==> config.mk <==
export PLATFORM = sky130hd
export DESIGN_NAME = orl_output_logic
export DESIGN_NICKNAME = d
export VERILOG_FILES = /design/src/pkg/orl_pkg.sv /design/src/rtl/orl_output_logic.sv
export SDC_FILE = /design/constraint.sdc
export NUM_CORES = 1
export LEC_CHECK = 0
export ABC_AREA = 1
export BUFFER_PORTS_ARGS = -buffer_cell sky130_fd_sc_hd__buf_2
export CAP_MARGIN = 20
export CORE_MARGIN = 8
export CORE_UTILIZATION = 55
export DETAILED_ROUTE_END_ITERATION = 16
export PLACE_DENSITY = 0.77
export SLEW_MARGIN = 20
export SYNTH_ARGS = -nofsm -noshare
export SYNTH_HDL_FRONTEND = slang
export SYNTH_SLANG_ARGS = --single-unit
==> constraint.sdc <==
create_clock -name core_clk -period 2.05 [get_ports core_clk]
set_input_delay 0.5125 -clock core_clk [delete_from_list [all_inputs] [get_ports core_clk]]
set_output_delay 0.5125 -clock core_clk [all_outputs]
set_load 0.01 [all_outputs]
==> src/pkg/orl_pkg.sv <==
package orl_pkg;

    // Gate function codes
    typedef enum logic [2:0] {
        ORL_FN_OR      = 3'h0,
        ORL_FN_AND     = 3'h1,
        ORL_FN_NOR     = 3'h2,
        ORL_FN_NAND    = 3'h3,
        ORL_FN_DISABLE = 3'h4
    } orl_fn_t;

    // Dropout policy codes
    typedef enum logic [1:0] {
        ORL_DO_LATCHED   = 2'h0,
        ORL_DO_UNLATCHED = 2'h1,
        ORL_DO_OFFDELAY  = 2'h2
    } orl_dropout_t;

    // Contact input role codes
    typedef enum logic [3:0] {
        ORL_CI_USER        = 4'h0,
        ORL_CI_BKR_52A     = 4'h1,
        ORL_CI_BKR_52B     = 4'h2,
        ORL_CI_REM_OPEN    = 4'h3,
        ORL_CI_REM_CLOSE   = 4'h4,
        ORL_CI_REM_RESET   = 4'h5,
        ORL_CI_LOG_TRIG    = 4'h6,
        ORL_CI_DEMAND_SYNC = 4'h7,
        ORL_CI_SET_ONE     = 4'h8,
        ORL_CI_SET_TWO     = 4'h9,
        ORL_CI_BF_INIT     = 4'ha,
        ORL_CI_BKR_TROUBLE = 4'hb
    } orl_role_t;

    localparam int ORL_NUM_OUT  = 4;
    localparam int ORL_NUM_SLOT = 4;
    localparam int ORL_NUM_CIN  = 8;
    localparam int ORL_NUM_SRC  = 16;
    localparam int ORL_SEL_W    = 4;
    localparam int ORL_DLY_W    = 6;
    localparam logic [5:0] ORL_DLY_MAX = 6'h3c;

    // Logic input source select codes; 0 means slot unused
    localparam logic [3:0] ORL_SRC_UNUSED     = 4'h0;
    localparam logic [3:0] ORL_SRC_ALL_PROT   = 4'h1;
    localparam logic [3:0] ORL_SRC_OPEN_BKR   = 4'h2;
    localparam logic [3:0] ORL_SRC_BF_TRIP    = 4'h3;
    localparam logic [3:0] ORL_SRC_CLOSE_BKR  = 4'h4;

    // Register index map (word addresses)
    localparam logic [7:0] ORL_A_FN0     = 8'h00;
    localparam logic [7:0] ORL_A_DO0     = 8'h04;
    localparam logic [7:0] ORL_A_DLY0    = 8'h08;
    localparam logic [7:0] ORL_A_SLOT0   = 8'h0c;
    localparam logic [7:0] ORL_A_MON     = 8'h10;
    localparam logic [7:0] ORL_A_ROLE0   = 8'h20;
    localparam logic [7:0] ORL_A_STATUS  = 8'h28;
    localparam logic [7:0] ORL_A_RESET   = 8'h29;

    // Monitor enables: bit 0 trip coil, bit 1 close coil
    localparam logic [1:0] ORL_MON_RST = 2'h1;

    // Defaults per channel
    localparam logic [2:0] ORL_FN_RST [ORL_NUM_OUT] =
        '{3'h0, 3'h4, 3'h0, 3'h4};
    localparam logic [1:0] ORL_DO_RST [ORL_NUM_OUT] =
        '{2'h2, 2'h1, 2'h0, 2'h1};
    localparam logic [5:0] ORL_DLY_RST [ORL_NUM_OUT] =
        '{6'h05, 6'h00, 6'h00, 6'h00};
    localparam logic [15:0] ORL_SLOT_RST [ORL_NUM_OUT] =
        '{16'h0021, 16'h0000, 16'h0003, 16'h0000};
    localparam logic [3:0] ORL_ROLE_RST [ORL_NUM_CIN] =
        '{4'h1, 4'h2, 4'ha, 4'hb, 4'h3, 4'h4, 4'h5, 4'h0};

endpackage

==> src/rtl/orl_output_logic.sv <==
`timescale 1ns/1ps
module orl_output_logic
    import orl_pkg::*;
(
    // Clock and reset
    input  wire logic                    core_clk,
    input  wire logic                    sys_rst,
    // Power-line cycle tick, one core_clk pulse per cycle
    input  wire logic                    line_cycle_tick,
    // Internal logic sources, bit 0 is unused and ignored
    input  wire logic [ORL_NUM_SRC-1:0]  logic_src,
    // Field contact inputs
    input  wire logic [ORL_NUM_CIN-1:0]  contact_in,
    // Register port
    input  wire logic [7:0]              reg_addr,
    input  wire logic [31:0]             reg_wdata,
    input  wire logic                    reg_wr,
    input  wire logic                    reg_rd,
    output logic      [31:0]             reg_rdata,
    // Relay outputs: trip one, trip two, aux three, aux four
    output logic      [ORL_NUM_OUT-1:0]  relay_out,
    output logic                         trip_coil_mon_en,
    output logic                         close_coil_mon_en,
    // Contact input role outputs
    output logic      [ORL_NUM_CIN-1:0]  bkr_52a,
    output logic                         bkr_52a_any,
    output logic                         bkr_52b_any,
    output logic                         remote_open,
    output logic                         remote_close,
    output logic                         remote_reset,
    output logic                         logging_trigger,
    output logic                         demand_sync,
    output logic                         set_select_one,
    output logic                         set_select_two,
    output logic                         breaker_failure_initiate,
    output logic                         breaker_trouble
);

    // Settings
    logic [2:0]  fn_r     [ORL_NUM_OUT];
    logic [2:0]  fn_nxt   [ORL_NUM_OUT];
    logic [1:0]  do_r     [ORL_NUM_OUT];
    logic [1:0]  do_nxt   [ORL_NUM_OUT];
    logic [5:0]  dly_r    [ORL_NUM_OUT];
    logic [5:0]  dly_nxt  [ORL_NUM_OUT];
    logic [15:0] slot_r   [ORL_NUM_OUT];
    logic [15:0] slot_nxt [ORL_NUM_OUT];
    logic [3:0]  role_r   [ORL_NUM_CIN];
    logic [3:0]  role_nxt [ORL_NUM_CIN];
    logic [1:0]  mon_r;
    logic [1:0]  mon_nxt;
    logic        sw_reset_r;
    logic        sw_reset_nxt;
    logic [31:0] rdata_r;
    logic [31:0] rdata_nxt;

    // Channel state
    logic [ORL_NUM_OUT-1:0] out_r;
    logic [ORL_NUM_OUT-1:0] out_nxt;
    logic [5:0]  cnt_r    [ORL_NUM_OUT];
    logic [5:0]  cnt_nxt  [ORL_NUM_OUT];

    // Role decode
    logic [ORL_NUM_CIN-1:0] role_hit_nxt [12];
    logic [ORL_NUM_CIN-1:0] role_hit_r   [12];

    logic [ORL_NUM_OUT-1:0] gate_res;
    logic                   latch_clear;

    always_comb
    begin
        fn_nxt       = fn_r;
        do_nxt       = do_r;
        dly_nxt      = dly_r;
        slot_nxt     = slot_r;
        role_nxt     = role_r;
        mon_nxt      = mon_r;
        sw_reset_nxt = 1'b0;
        rdata_nxt    = 32'h0;
        if (reg_wr)
        begin
            for (int i = 0; i < ORL_NUM_OUT; i++)
            begin
                if (reg_addr == ORL_A_FN0 + 8'(i))
                begin
                    // Illegal codes fold to disabled
                    if (reg_wdata[2:0] > ORL_FN_DISABLE)
                        fn_nxt[i] = ORL_FN_DISABLE;
                    else
                        fn_nxt[i] = reg_wdata[2:0];
                end
                if (reg_addr == ORL_A_DO0 + 8'(i))
                begin
                    if (reg_wdata[1:0] > ORL_DO_OFFDELAY)
                        do_nxt[i] = ORL_DO_UNLATCHED;
                    else
                        do_nxt[i] = reg_wdata[1:0];
                end
                if (reg_addr == ORL_A_DLY0 + 8'(i))
                begin
                    // Saturate at the top of the delay range
                    if (reg_wdata[5:0] > ORL_DLY_MAX)
                        dly_nxt[i] = ORL_DLY_MAX;
                    else
                        dly_nxt[i] = reg_wdata[5:0];
                end
                if (reg_addr == ORL_A_SLOT0 + 8'(i))
                    slot_nxt[i] = reg_wdata[15:0];
            end
            for (int k = 0; k < ORL_NUM_CIN; k++)
            begin
                if (reg_addr == ORL_A_ROLE0 + 8'(k))
                begin
                    if (reg_wdata[3:0] > ORL_CI_BKR_TROUBLE)
                        role_nxt[k] = ORL_CI_USER;
                    else
                        role_nxt[k] = reg_wdata[3:0];
                end
            end
            if (reg_addr == ORL_A_MON)
                mon_nxt = reg_wdata[1:0];
            if (reg_addr == ORL_A_RESET)
                sw_reset_nxt = reg_wdata[0];
        end
        // Read data stands one cycle, zero otherwise
        if (reg_rd)
        begin
            for (int i = 0; i < ORL_NUM_OUT; i++)
            begin
                if (reg_addr == ORL_A_FN0 + 8'(i))
                    rdata_nxt = {29'h0, fn_r[i]};
                if (reg_addr == ORL_A_DO0 + 8'(i))
                    rdata_nxt = {30'h0, do_r[i]};
                if (reg_addr == ORL_A_DLY0 + 8'(i))
                    rdata_nxt = {26'h0, dly_r[i]};
                if (reg_addr == ORL_A_SLOT0 + 8'(i))
                    rdata_nxt = {16'h0, slot_r[i]};
            end
            for (int k = 0; k < ORL_NUM_CIN; k++)
                if (reg_addr == ORL_A_ROLE0 + 8'(k))
                    rdata_nxt = {28'h0, role_r[k]};
            if (reg_addr == ORL_A_MON)
                rdata_nxt = {30'h0, mon_r};
            if (reg_addr == ORL_A_STATUS)
                rdata_nxt = {24'h0, contact_in[7:4], out_r};
        end
    end

    // Gate evaluation over the four slots
    always_comb
    begin
        logic [3:0] sel;
        logic       any_used;
        logic       or_v;
        logic       and_v;
        sel      = 4'h0;
        any_used = 1'b0;
        or_v     = 1'b0;
        and_v    = 1'b1;
        gate_res = '0;
        for (int i = 0; i < ORL_NUM_OUT; i++)
        begin
            any_used = 1'b0;
            or_v     = 1'b0;
            and_v    = 1'b1;
            for (int s = 0; s < ORL_NUM_SLOT; s++)
            begin
                sel = slot_r[i][s*ORL_SEL_W +: ORL_SEL_W];
                if (sel != ORL_SRC_UNUSED)
                begin
                    any_used = 1'b1;
                    or_v     = or_v | logic_src[sel];
                    and_v    = and_v & logic_src[sel];
                end
            end
            // No used slot: AND would be vacuously true, so force idle
            unique case (orl_fn_t'(fn_r[i]))
                ORL_FN_OR:   gate_res[i] = or_v;
                ORL_FN_AND:  gate_res[i] = any_used & and_v;
                ORL_FN_NOR:  gate_res[i] = any_used & ~or_v;
                ORL_FN_NAND: gate_res[i] = any_used & ~and_v;
                default:     gate_res[i] = 1'b0;
            endcase
        end
    end

    // Remote reset contact or software pulse clears latches
    assign latch_clear = sw_reset_r | (|role_hit_r[ORL_CI_REM_RESET]);

    always_comb
    begin
        out_nxt = out_r;
        cnt_nxt = cnt_r;
        for (int i = 0; i < ORL_NUM_OUT; i++)
        begin
            if (gate_res[i])
            begin
                out_nxt[i] = 1'b1;
                cnt_nxt[i] = dly_r[i];
            end
            else
            begin
                unique case (orl_dropout_t'(do_r[i]))
                    ORL_DO_LATCHED:
                        if (latch_clear)
                            out_nxt[i] = 1'b0;
                    ORL_DO_OFFDELAY:
                        // Count line cycles down after clear
                        if (cnt_r[i] == 6'h0)
                            out_nxt[i] = 1'b0;
                        else if (line_cycle_tick)
                            cnt_nxt[i] = cnt_r[i] - 6'h1;
                    default:
                        out_nxt[i] = 1'b0;
                endcase
                if (do_r[i] != ORL_DO_OFFDELAY)
                    cnt_nxt[i] = 6'h0;
            end
            // Disable wins over any held or latched state
            if (fn_r[i] == ORL_FN_DISABLE)
            begin
                out_nxt[i] = 1'b0;
                cnt_nxt[i] = 6'h0;
            end
        end
    end

    // Role hits registered, one clock behind the contact
    always_comb
    begin
        for (int r = 0; r < 12; r++)
            for (int k = 0; k < ORL_NUM_CIN; k++)
                role_hit_nxt[r][k] = contact_in[k] &
                    (role_r[k] == 4'(r));
    end

    // Synchronous reset returns every setting to its default
    always_ff @(posedge core_clk)
    begin
        if (sys_rst)
        begin
            fn_r       <= ORL_FN_RST;
            do_r       <= ORL_DO_RST;
            dly_r      <= ORL_DLY_RST;
            slot_r     <= ORL_SLOT_RST;
            role_r     <= ORL_ROLE_RST;
            mon_r      <= ORL_MON_RST;
            sw_reset_r <= 1'b0;
            rdata_r    <= 32'h0;
            out_r      <= '0;
            cnt_r      <= '{default: 6'h0};
            role_hit_r <= '{default: '0};
        end
        else
        begin
            fn_r       <= fn_nxt;
            do_r       <= do_nxt;
            dly_r      <= dly_nxt;
            slot_r     <= slot_nxt;
            role_r     <= role_nxt;
            mon_r      <= mon_nxt;
            sw_reset_r <= sw_reset_nxt;
            rdata_r    <= rdata_nxt;
            out_r      <= out_nxt;
            cnt_r      <= cnt_nxt;
            role_hit_r <= role_hit_nxt;
        end
    end

    // Every output taken from flops, bkr_52a straight from registered hits, the other role flags through an OR of them
    assign reg_rdata                = rdata_r;
    assign relay_out                = out_r;
    assign trip_coil_mon_en         = mon_r[0];
    assign close_coil_mon_en        = mon_r[1];
    assign bkr_52a                  = role_hit_r[ORL_CI_BKR_52A];
    assign bkr_52a_any              = |role_hit_r[ORL_CI_BKR_52A];
    assign bkr_52b_any              = |role_hit_r[ORL_CI_BKR_52B];
    assign remote_open              = |role_hit_r[ORL_CI_REM_OPEN];
    assign remote_close             = |role_hit_r[ORL_CI_REM_CLOSE];
    assign remote_reset             = |role_hit_r[ORL_CI_REM_RESET];
    assign logging_trigger          = |role_hit_r[ORL_CI_LOG_TRIG];
    assign demand_sync              = |role_hit_r[ORL_CI_DEMAND_SYNC];
    assign set_select_one           = |role_hit_r[ORL_CI_SET_ONE];
    assign set_select_two           = |role_hit_r[ORL_CI_SET_TWO];
    assign breaker_failure_initiate = |role_hit_r[ORL_CI_BF_INIT];
    assign breaker_trouble          = |role_hit_r[ORL_CI_BKR_TROUBLE];

endmodule

==> metrics, run 1 <==
CTS Buf Count 30; Synth async-reset ratio 0%; CP bufs+invs 2; Layout Cells excl Fill 2837; Slew Viols, Final 0; LEAKAGE 8.350 nW; H-Tree Level Count 1; proportion of power drawn by flip-flops and latches 43.1%; PwrDens 651.8 mW/mm^2; final core utilization 73.79%; Detailed Route Iter0 Violations 1878; vias in the first global route 15600; skew final 10.33 ps; I/O Pins 126; Final Cycle Share 115.4%; Max IR drop VDD 0.8105 mV; sequential fraction of the synthesis area 37.98%; largest stage delay on the critical path ~370 ps; Starting Density 55.79%; Critical Path RT 2540 ps; reg2reg start slot_r[8]$_SDFFE_PP0P_; final hold violation count 0; clk_lat worst skew ~560 ps; fin area 0.01917 mm^2; Hold Path Sink reg_rdata[6]$_SDFF_PP0_; initial antenna violation count 0; measured slew at the worst slew-check pin 623.8 ps; largest net degree at the start of global routing 120; total of max-cap violations 0; WHS Path Cells 3; syn avg cell area 6.665 um^2; first-pass GRT wire length 81080 um; Clock Sinks 275; Pre-antenna DRT Iters 6; maximum clock rate 0.4228 GHz; die height 178.4 um; unrepaired setup endpoints after global routing yes; Switch Pwr 3.132 mW; worst hold path type in -> reg; cell internal pwr 9.366 mW; R2R Path End cnt_r[3]$_SDFFE_PP0P_; DP Area about 0.017 mm^2; Top delay family on crit path simple AND/OR/NAND/NOR gates; total power 12.50 mW; Final GP Congestion 0.9831; Detail Route Antenna Nets 0; critical path class reg -> reg; kind of start point of the critical path register; Gate Count Post-Synth between 2000 and 2500; post-layout min period 2365 ps; Crit. path cell count 16; row count 59; worst-case clock buffer depth 3; nets 2555; synthesized area 0.01450 mm^2; Worst Setup Slack, final -315.3 ps; share of cells above drive strength 1 26.51%; Area growth, synth to finish 32.27%; clock slew at reported path FFs 70 ps; full die area between 0.03 and 0.04 mm^2; CTS tree done; port bufs 93; R2R Setup Slk -320 ps; routed len/inst ~19 um; Slowest-stage cell, CP dfxtp_4; drt drc 0; Vias/cell 5.866; Ys Warns 0; path depth of the worst reg2reg path 16; GRT overflow 0; Crit Path Max Fanout 7; crit path cell chain buf_6 -> nor2_1 -> a21oi_1 -> nor2_1 -> nor2_1 -> o22ai_2 -> o22ai_2 -> nor2_1 -> nand2_1 -> nand3_2 -> nand3_4 -> nand3_4 -> buf_4 -> o21ai_1 -> nor2_1 -> nor2_1; DP Worst Slack -803.3 ps; overall routing resource usage 31.90%; Critical Path Sink Type register; dpl cells ~2800; Most common cell on crit path nor2_1; final wirelength 54050 um; unique cell type count in the Yosys netlist 47; status complete, but fails checks; chip width about 180 um; Critical Path AT roughly 2900 ps; via count of the routed design between 15000 and 20000; number of synthesized register bits 275; Root Driver clkbuf_16; Core ar. 0.02598 mm^2; EDFF count, synth 0; violated checks negative setup slack; Clk pwr share 47.8%; Top FF cell, synth dfxtp_1; DP Wirelength roughly 38000 um; sw frac 25.06%; Comb pwr share 9.1%; final setup violation count 30; worst hold path startpoint contact_in[6]; Slew HR 58.26%
[repair_timing]
action / CTS / global route
gates resized for setup: 106 / 182
setup buffers: 8 / 9
hold buffers: 0 / 0
cloned: 3 / 3
pin swaps: 47 / 87
setup endpoints to repair: 39 / 42
[cell families after synthesis]
| kind of cell | Yosys count | synth area share, % |
|---|---|---|
| compound gates | 667 | 24.92 |
| fa+ha+maj | 8 | 0.6905 |
| other cells | 1 | 0.02587 |
| buf+inv | 377 | 11.12 |
| simple gates | 832 | 24.37 |
| xor+xnor | 15 | 0.9062 |
| flops | 275 | 37.98 |
[worst register-to-register path, stage by stage (launching register included)]
cell,delay [ps]
dfxtp_4,370
buf_6,120
nor2_1,50
a21oi_1,150
nor2_1,60
nor2_1,140
o22ai_2,120
o22ai_2,240
nor2_1,70
nand2_1,90
nand3_2,100
nand3_4,130
nand3_4,130
buf_4,170
o21ai_1,170
nor2_1,80
nor2_1,120
[layer usage]
layer	global-route usage, %	wire [um]
met1	39.34	20910
met2	53.85	25430
met3	5.673	5336
met4	13.68	2364
met5	0	0
[cell type report]
cell class              instances  area (um^2)
repair buffers                365         2841
well taps                     335        419.2
diodes                          1        2.502
repair inverters                2        13.76
flip-flops and latches        275         5568
multi-input cells            1538         8187
clock inverters                21        290.3
inverters                     266         1046
fillers                      2031         6810
clock buffers                  34        807.0
[power groups by stage]
stage	Sequential (mW)	Combinational [mW]	Clock (mW)
finish	5.38	1.14	5.98
floorplan	5.51	0.565	0
CTS	5.39	1.02	5.97
global route	5.38	1.21	6.22
global placement	5.51	0.979	0
detailed placement	5.51	0.996	0
[state kept, by name (all words and copies together), names as in the netlist]
signal,flops
role_hit_r,80
slot_r,64
role_r,32
cnt_r,24
dly_r,24
reg_rdata,16
fn_r,12
bkr_52a,8
do_r,8
relay_out,4
mon_r,2
sw_reset_r,1
[cells in the final DEF, fill, tap and decap left out, drive strengths merged, types with 11 or more instances in the layout]
cell,netlist,layout
nor3,18,18
nor4,34,34
dfxtp,275,275
o211ai,45,45
nand2,368,368
inv,266,268
nor2,302,302
nand3,80,80
conb,1,16
a21oi,271,271
o21ai,312,312
nand4,26,26
clkbuf,43,37
xor2,11,11
buf,68,362
o22ai,15,15
[cells in the mapped netlist (33+ instances only)]
master      n  area (um^2)
a21oi_1   269         1346
buf_4      33        247.7
clkbuf_1   43        161.4
dfxtp_1   275         5505
inv_1     234        878.3
nand2_1   361         1355
nand3_1    74        370.4
nor2_1    296         1111
nor4_1     33        206.5
o211ai_1   36        270.3
o21ai_0   234         1171
o21ai_1    74        370.4
[stage by stage]
| stage | setup TNS [ps] | hold slack (ps) |
|---|---|---|
| 4_1_cts | -3384 | 212.3 |
| 5_1_grt | -9766 | 227.8 |
| 2_1_floorplan | -1817 | 436.8 |
| 6_report | -5839 | 220.0 |
| 3_5_place_dp | -38150 | 458.4 |
| 3_3_place_gp | -32040 | 457.0 |
[worst max-delay path by stage]
| stage | start | to | slack (ps) |
|---|---|---|---|
| finish | slot_r[8]$_SDFFE_PP0P_ | cnt_r[3]$_SDFFE_PP0P_ | -320 |
| global route | slot_r[0]$_SDFFE_PP0P_ | cnt_r[4]$_SDFFE_PP0P_ | -460 |
| CTS | slot_r[56]$_SDFFE_PP0P_ | cnt_r[23]$_SDFFE_PP0P_ | -180 |
| detailed placement | reg_addr[4] | reg_rdata[3]$_SDFF_PP0_ | -800 |
| global placement | reg_addr[5] | reg_rdata[3]$_SDFF_PP0_ | -770 |
| floorplan | logic_src[7] | cnt_r[18]$_SDFFE_PP0P_ | -140 |
No activity file was read; power rests on OpenSTA's default activity.
==> run 2, diff against run 1 <==
ABC_AREA = unset   (was 1)
CORE_UTILIZATION = 54   (was 55)
PLACE_DENSITY = 0.76   (was 0.77)
==> run 2 against run 1 <==
The flow still finishes with violations (negative setup slack). Global-route usage decreased by 1.5 points. Total power fell by 4.1%. Clock power fell by 6.7%. Critical path type unchanged. Flip-flop and latch count unchanged. First-iteration DRC count decreased by 17%. Via count fell by 13%. Die area up 1.4%. Clock-buffer cell count rose by 3. Core utilization down 4.1 points. Register-to-register slack lost 320 ps.
==> metrics, run 2 <==
Crit. path cell count 9; post-layout min period 2684 ps; count leader, synth nand2_1; first-pass GRT wire length 78600 um; Worst Setup Slack, final -634.0 ps; M1 GR Usage 39.20%; maximum clock rate about 0.37 GHz; I/O Pins 126; Core ar. between 0.02 and 0.03 mm^2; Detailed Route Iter0 Violations 1557; Max IR drop VDD ~0.53 mV; kind of start point of the critical path register; final hold violation count 0; Final GP Congestion 0.9854; dpl cells 2314; share of cells above drive strength 1 about 31%; most frequent cells in the layout nand2_1, buf_4, dfxtp_1, nor2_1, a21oi_1; Most flops, register role_hit_r; skew final around 16 ps; antenna cells 0; total of max-cap violations 0; largest net degree at the start of global routing 48; Regs by FF count role_hit_r x80, slot_r x64, role_r x32; Gate Count Post-Synth 1725; Starting Density between 50% and 60%; number of synthesized register bits 275; Top delay family on crit path multiplexers; H-Tree Level Count 1; Slowest-stage cell, CP mux4_2; violated checks negative setup slack; EDFF count, synth 0; chip width about 180 um; Clock Sinks 275; sequential fraction of the synthesis area between 30% and 40%; Critical Path RT 2530 ps; status complete, but fails checks; Slew HR a little under three fifths; Top FF cell, synth dfxtp_1; final wirelength 51750 um; Root Driver clkbuf_16; Critical Path Sink Type register; syn avg cell area 8.381 um^2; met3 Use GR 6.996%; hold_ws roughly 230 ps; synthesized area 0.01446 mm^2; critical path class reg -> reg; PwrDens 646.0 mW/mm^2; CTS Buf Count 29; largest stage delay on the critical path 520 ps; via count of the routed design roughly 15000; Crit Path Max Fanout 7; nets 2087; Area contributors post-synth dfxtp_1, mux4_2, nand2_1; die height 179.6 um; unique cell type count in the Yosys netlist 72; path depth of the worst reg2reg path 9; Detail Route Antenna Nets 0; number of fill cells 2062; worst-case clock buffer depth 3; port bufs 93; Final Cycle Share 130.9%; Pre-antenna DRT Iters 6; area share of the largest cell type after synthesis 38.08%; clock slew at reported path FFs approximately 60 ps; max reg flops 80; clk_lat worst skew 580 ps; Layout Cells excl Fill about 2400; Synth async-reset ratio 0%; Slew Viols, Final 0; Critical Path AT 3170 ps; vias in the first global route 13930; Fin Setup TNS -13180 ps; worst hold path type in -> reg; WHS Path Cells 3; initial antenna violation count 0; drt drc 0; layer carrying the most global-route usage met2; overall routing resource usage 30.41%; measured slew at the worst slew-check pin 640.3 ps; routed len/inst 21.80 um; DP Worst Slack -1079 ps; unrepaired setup endpoints after global routing yes; cell accounting for the most synthesized area dfxtp_1; met2 Use GR 48.49%; Area growth, synth to finish 28.39%; DP Wirelength 38670 um; Vias/cell 6.128; GRT overflow 0; most frequent cells after synthesis nand2_1, dfxtp_1, nor2_1; full die area 0.03227 mm^2; LEAKAGE 7.518 nW; CP bufs+invs 2; CTS tree done; crit path cell chain mux4_2 -> or4b_1 -> o211ai_1 -> nor4_1 -> buf_4 -> mux2_4 -> o31ai_4 -> buf_12 -> mux2i_1; most common cell after layout, fill and taps aside nand2_1; final setup violation count 30; Ys Warns 0; row count 60
## run 2: cell count changes in the layout (fill, tap and decap cells not counted), sizes merged, moves of 62 or more
cell,delta
o21ai,-274
mux2i,+72
nor2,-92
a21oi,-134
inv,-240
mux4,+62
## run 2: final timing paths
check,to,slack (ps),start
worst max-delay path,cnt_r[11]$_SDFFE_PP0P_,-630,slot_r[26]$_SDFFE_PP0P_
worst min-delay path,slot_r[24]$_SDFFE_PP0P_,230,reg_wdata[8]
worst max register to register,cnt_r[11]$_SDFFE_PP0P_,-630,slot_r[26]$_SDFFE_PP0P_
worst min register to register,cnt_r[19]$_SDFFE_PP0P_,480,dly_r[19]$_SDFFE_PP0P_
## run 2: logic make-up (layout without fill, tap and decap cells)
| logic type | after synthesis | after routing | share of synthesized area (%) |
|---|---|---|---|
| and+or+nand+nor | 768 | 768 | 24.14 |
| AOI/OAI and AO/OA | 321 | 321 | 14.18 |
| DFF | 275 | 275 | 38.08 |
| buffers and inverters | 180 | 473 | 5.582 |
| muxes | 152 | 152 | 16.10 |
| xor gates and xnor gates | 20 | 20 | 1.212 |
| adders and majority gates | 8 | 8 | 0.6924 |
| other | 1 | 16 | 0.02594 |
## run 2: final cells by class
cell class                      instances  area [um^2]  area share, %
Inverter                               25        93.84         0.5056
Multi-Input combinational cell       1285         8533          45.97
Clock inverter                         17        219.0          1.180
Tap cell                              341        426.7          2.299
Sequential cell                       275         5570          30.01
Clock buffer                           37        795.8          4.287
Timing Repair Buffer                  394         2923          15.75
## run 2: worst reg2reg max path, cell delays in order, from the launching register on
cell,delay [ps]
dfxtp_2,420
mux4_2,530
or4b_1,180
o211ai_1,90
nor4_1,320
buf_4,170
mux2_4,300
o31ai_4,220
buf_12,170
mux2i_1,210
## run 2: metrics by stage
step	util, %	instance area, um^2	power [mW]
final	69.65	18560	11.99
after global routing	69.65	18560	12.28
after CTS	68.98	18380	11.98
after detailed placement	64.29	17130	6.488
after global placement	64.29	17130	6.477
after floorplan	-	14710	6.032
## run 2: layer usage
layer	routed length (um)	up-vias
met5	0	-
met4	2178	0
met3	5304	141
met2	23400	820
met1	20870	6926
li1	-	6660
## run 2: power breakdown
part	switching, mW	leakage, nW	total, mW	internal, mW
registers	0.0226	2.24	5.37	5.35
logic	0.602	4.78	1.04	0.438
clock network	2.30	0.500	5.58	3.28
## run 2: repair_timing
item / in CTS / in global routing
gates resized for setup: 59 / 43
pin swaps: 18 / 19
hold buffers: 0 / 0
buffers inserted: 4 / 3
setup endpoints to repair: 37 / 41
hold endpoints to repair: 0 / 0
gates cloned: 0 / 0
==> run 3, diff against run 2 <==
TNS_END_PERCENT = 1   (was unset)
==> run 3 against run 2 <==
The flow still finishes with violations (negative setup slack). First-iteration DRC count down 5.1%. Cell count rose by 0.55%. Critical path depth did not move. Worst hold slack improved by 16 ps. Via count is 0.82% higher. Non-clock buffer count increased by 16. Routed wire length shrank 1.1%. Final area rose by 0.19%. Clock skew rose by 4.8 ps. Die area did not move. Clock-buffer cell count shrank 2.
==> metrics, run 3 (same netlist as run 2, synthesis figures left out) <==
max reg flops 80; final setup violation count 32; Final GP Congestion 1.006; antenna cells 0; Starting Density 54.25%; Clock Sinks 275; Switch Pwr 2.880 mW; R2R Setup Slk -610 ps; cell internal pwr 9.279 mW; Regs by FF count role_hit_r x80, slot_r x64, role_r x32; GRT overflow 0; drt drc 0; Crit Path Max Fanout 7; clock slew at reported path FFs 50 ps; final hold violation count 0; routed len/inst 21.44 um; full die area about 0.032 mm^2; post-layout min period 2658 ps; Most flops, register role_hit_r; worst hold path type in -> reg; reg2reg start slot_r[56]$_SDFFE_PP0P_; nets 2103; Fin Setup TNS -13140 ps; Max IR drop VDD roughly 0.6 mV; DP Wirelength about 38000 um; largest net degree at the start of global routing 37; most common cell after layout, fill and taps aside nand2_1; Core ar. 0.02665 mm^2; proportion of power drawn by flip-flops and latches 44.2%; total of max-cap violations 0; Detailed Route Iter0 Violations 1477; worst-case clock buffer depth 3; Final Cycle Share 129.7%; Critical Path Sink Type register; LEAKAGE 7.581 nW; first-pass GRT wire length 80430 um; skew final 20.62 ps; kind of start point of the critical path register; vias in the first global route about 15000; Slew Viols, Final 0; share of cells above drive strength 1 30.11%; CTS Buf Count 29; number of fill cells approximately 2100; maximum clock rate 0.3762 GHz; Root Driver clkbuf_16; initial antenna violation count 0; Worst Setup Slack, final -608.3 ps; row count 60; final wirelength 51170 um; CTS tree done; port bufs 93; Pre-antenna DRT Iters 6; Clk pwr share 47.3%; Vias/cell 6.145; status complete, but fails checks; final core utilization 69.78%; PwrDens 653.8 mW/mm^2; measured slew at the worst slew-check pin between 500 and 600 ps; Slew HR approximately 63%; via count of the routed design 14670; clk_lat worst skew about 570 ps; I/O Pins 126; most frequent cells in the layout nand2_1, buf_4, dfxtp_1, nor2_1, a21oi_1; sw frac 23.69%; violated checks negative setup slack; chip width 179.6 um; die height 179.6 um; overall routing resource usage a little under a third; worst hold path startpoint reg_wdata[13]; crit path from slot_r[56]$_SDFFE_PP0P_; critical path class reg -> reg; Detail Route Antenna Nets 0; Critical Path RT 2520 ps; unrepaired setup endpoints after global routing yes; H-Tree Level Count 1; Critical Path AT 3130 ps; Comb pwr share between 8 and 9%; Area growth, synth to finish 28.63%
-- run 3: cell types whose count changed in the layout (fill, tap and decap cells not counted), sizes merged --
cell / change
inv: +1
clkinv: -2
bufinv: +2
buf: +16
clkbuf: -2
clkinvlp: -2
-- run 3: through the flow --
step / total power [mW] / hold slack, ps / instances / area (um^2) / setup slack [ps]
final: 12.16 / 246.5 / 2387 / 18600 / -608.3
after global routing: 12.50 / 235.1 / 2387 / 18600 / -701.7
after CTS: 12.17 / 228.3 / 2386 / 18450 / -598.1
after detailed placement: 6.484 / 474.5 / 2331 / 17210 / -1023
after global placement: 6.472 / 470.5 / 2331 / 17210 / -940.4
after floorplan: 6.005 / 442.6 / 1740 / 14520 / -538.0
-- run 3: cell type report --
cell class | instances | area (um^2) | share of cell area (%)
Tap cell | 341 | 426.7 | 2.294
Multi-Input combinational cell | 1285 | 8457 | 45.48
Timing Repair Buffer | 410 | 3014 | 16.21
Clock inverter | 16 | 271.5 | 1.460
Clock buffer | 35 | 778.2 | 4.185
Inverter | 25 | 93.84 | 0.5046
Sequential cell | 275 | 5555 | 29.87
-- run 3: power by group through the flow --
stage | Clock [mW] | Sequential, mW | Combinational [mW]
finish | 5.75 | 5.37 | 1.04
global route | 6.04 | 5.37 | 1.09
CTS | 5.80 | 5.37 | 1.00
detailed placement | 0 | 5.50 | 0.980
global placement | 0 | 5.50 | 0.969
floorplan | 0 | 5.50 | 0.508
-- run 3: path summary, 6_finish.rpt --
check / depth (start not counted) / end
max: 9 / cnt_r[18]$_SDFFE_PP0P_
min: 3 / slot_r[61]$_SDFFE_PP0P_
max reg2reg: 9 / cnt_r[18]$_SDFFE_PP0P_
min reg2reg: 2 / cnt_r[20]$_SDFFE_PP0P_
-- run 3: repair_timing --
item / CTS / global route
setup buffers: 4 / 1
endpoints found under the hold margin: 0 / 0
setup endpoints to repair: 42 / 87
cloned: 0 / 0
resized for setup: 49 / 33
pin swaps: 13 / 14
hold buffers: 0 / 0
-- run 3: worst max-delay path, cell delays in order (launching register included) --
cell and delay (ps):
dfxtp_2 430, mux4_2 550, a21oi_2 200, a21oi_1 110, nor4_1 310, buf_4 180, mux2i_1 190, o311a_1 230
buf_12 140, mux2i_2 220
-- run 3: metal layers --
layer / wire, um / vias up / global-route usage [%]
met2: 23090 / 785 / 50.15
met4: 2478 / 0 / 14.24
met3: 4572 / 162 / 5.242
li1: - / 6698 / -
met1: 21030 / 7022 / 39.41
met5: 0 / - / 0
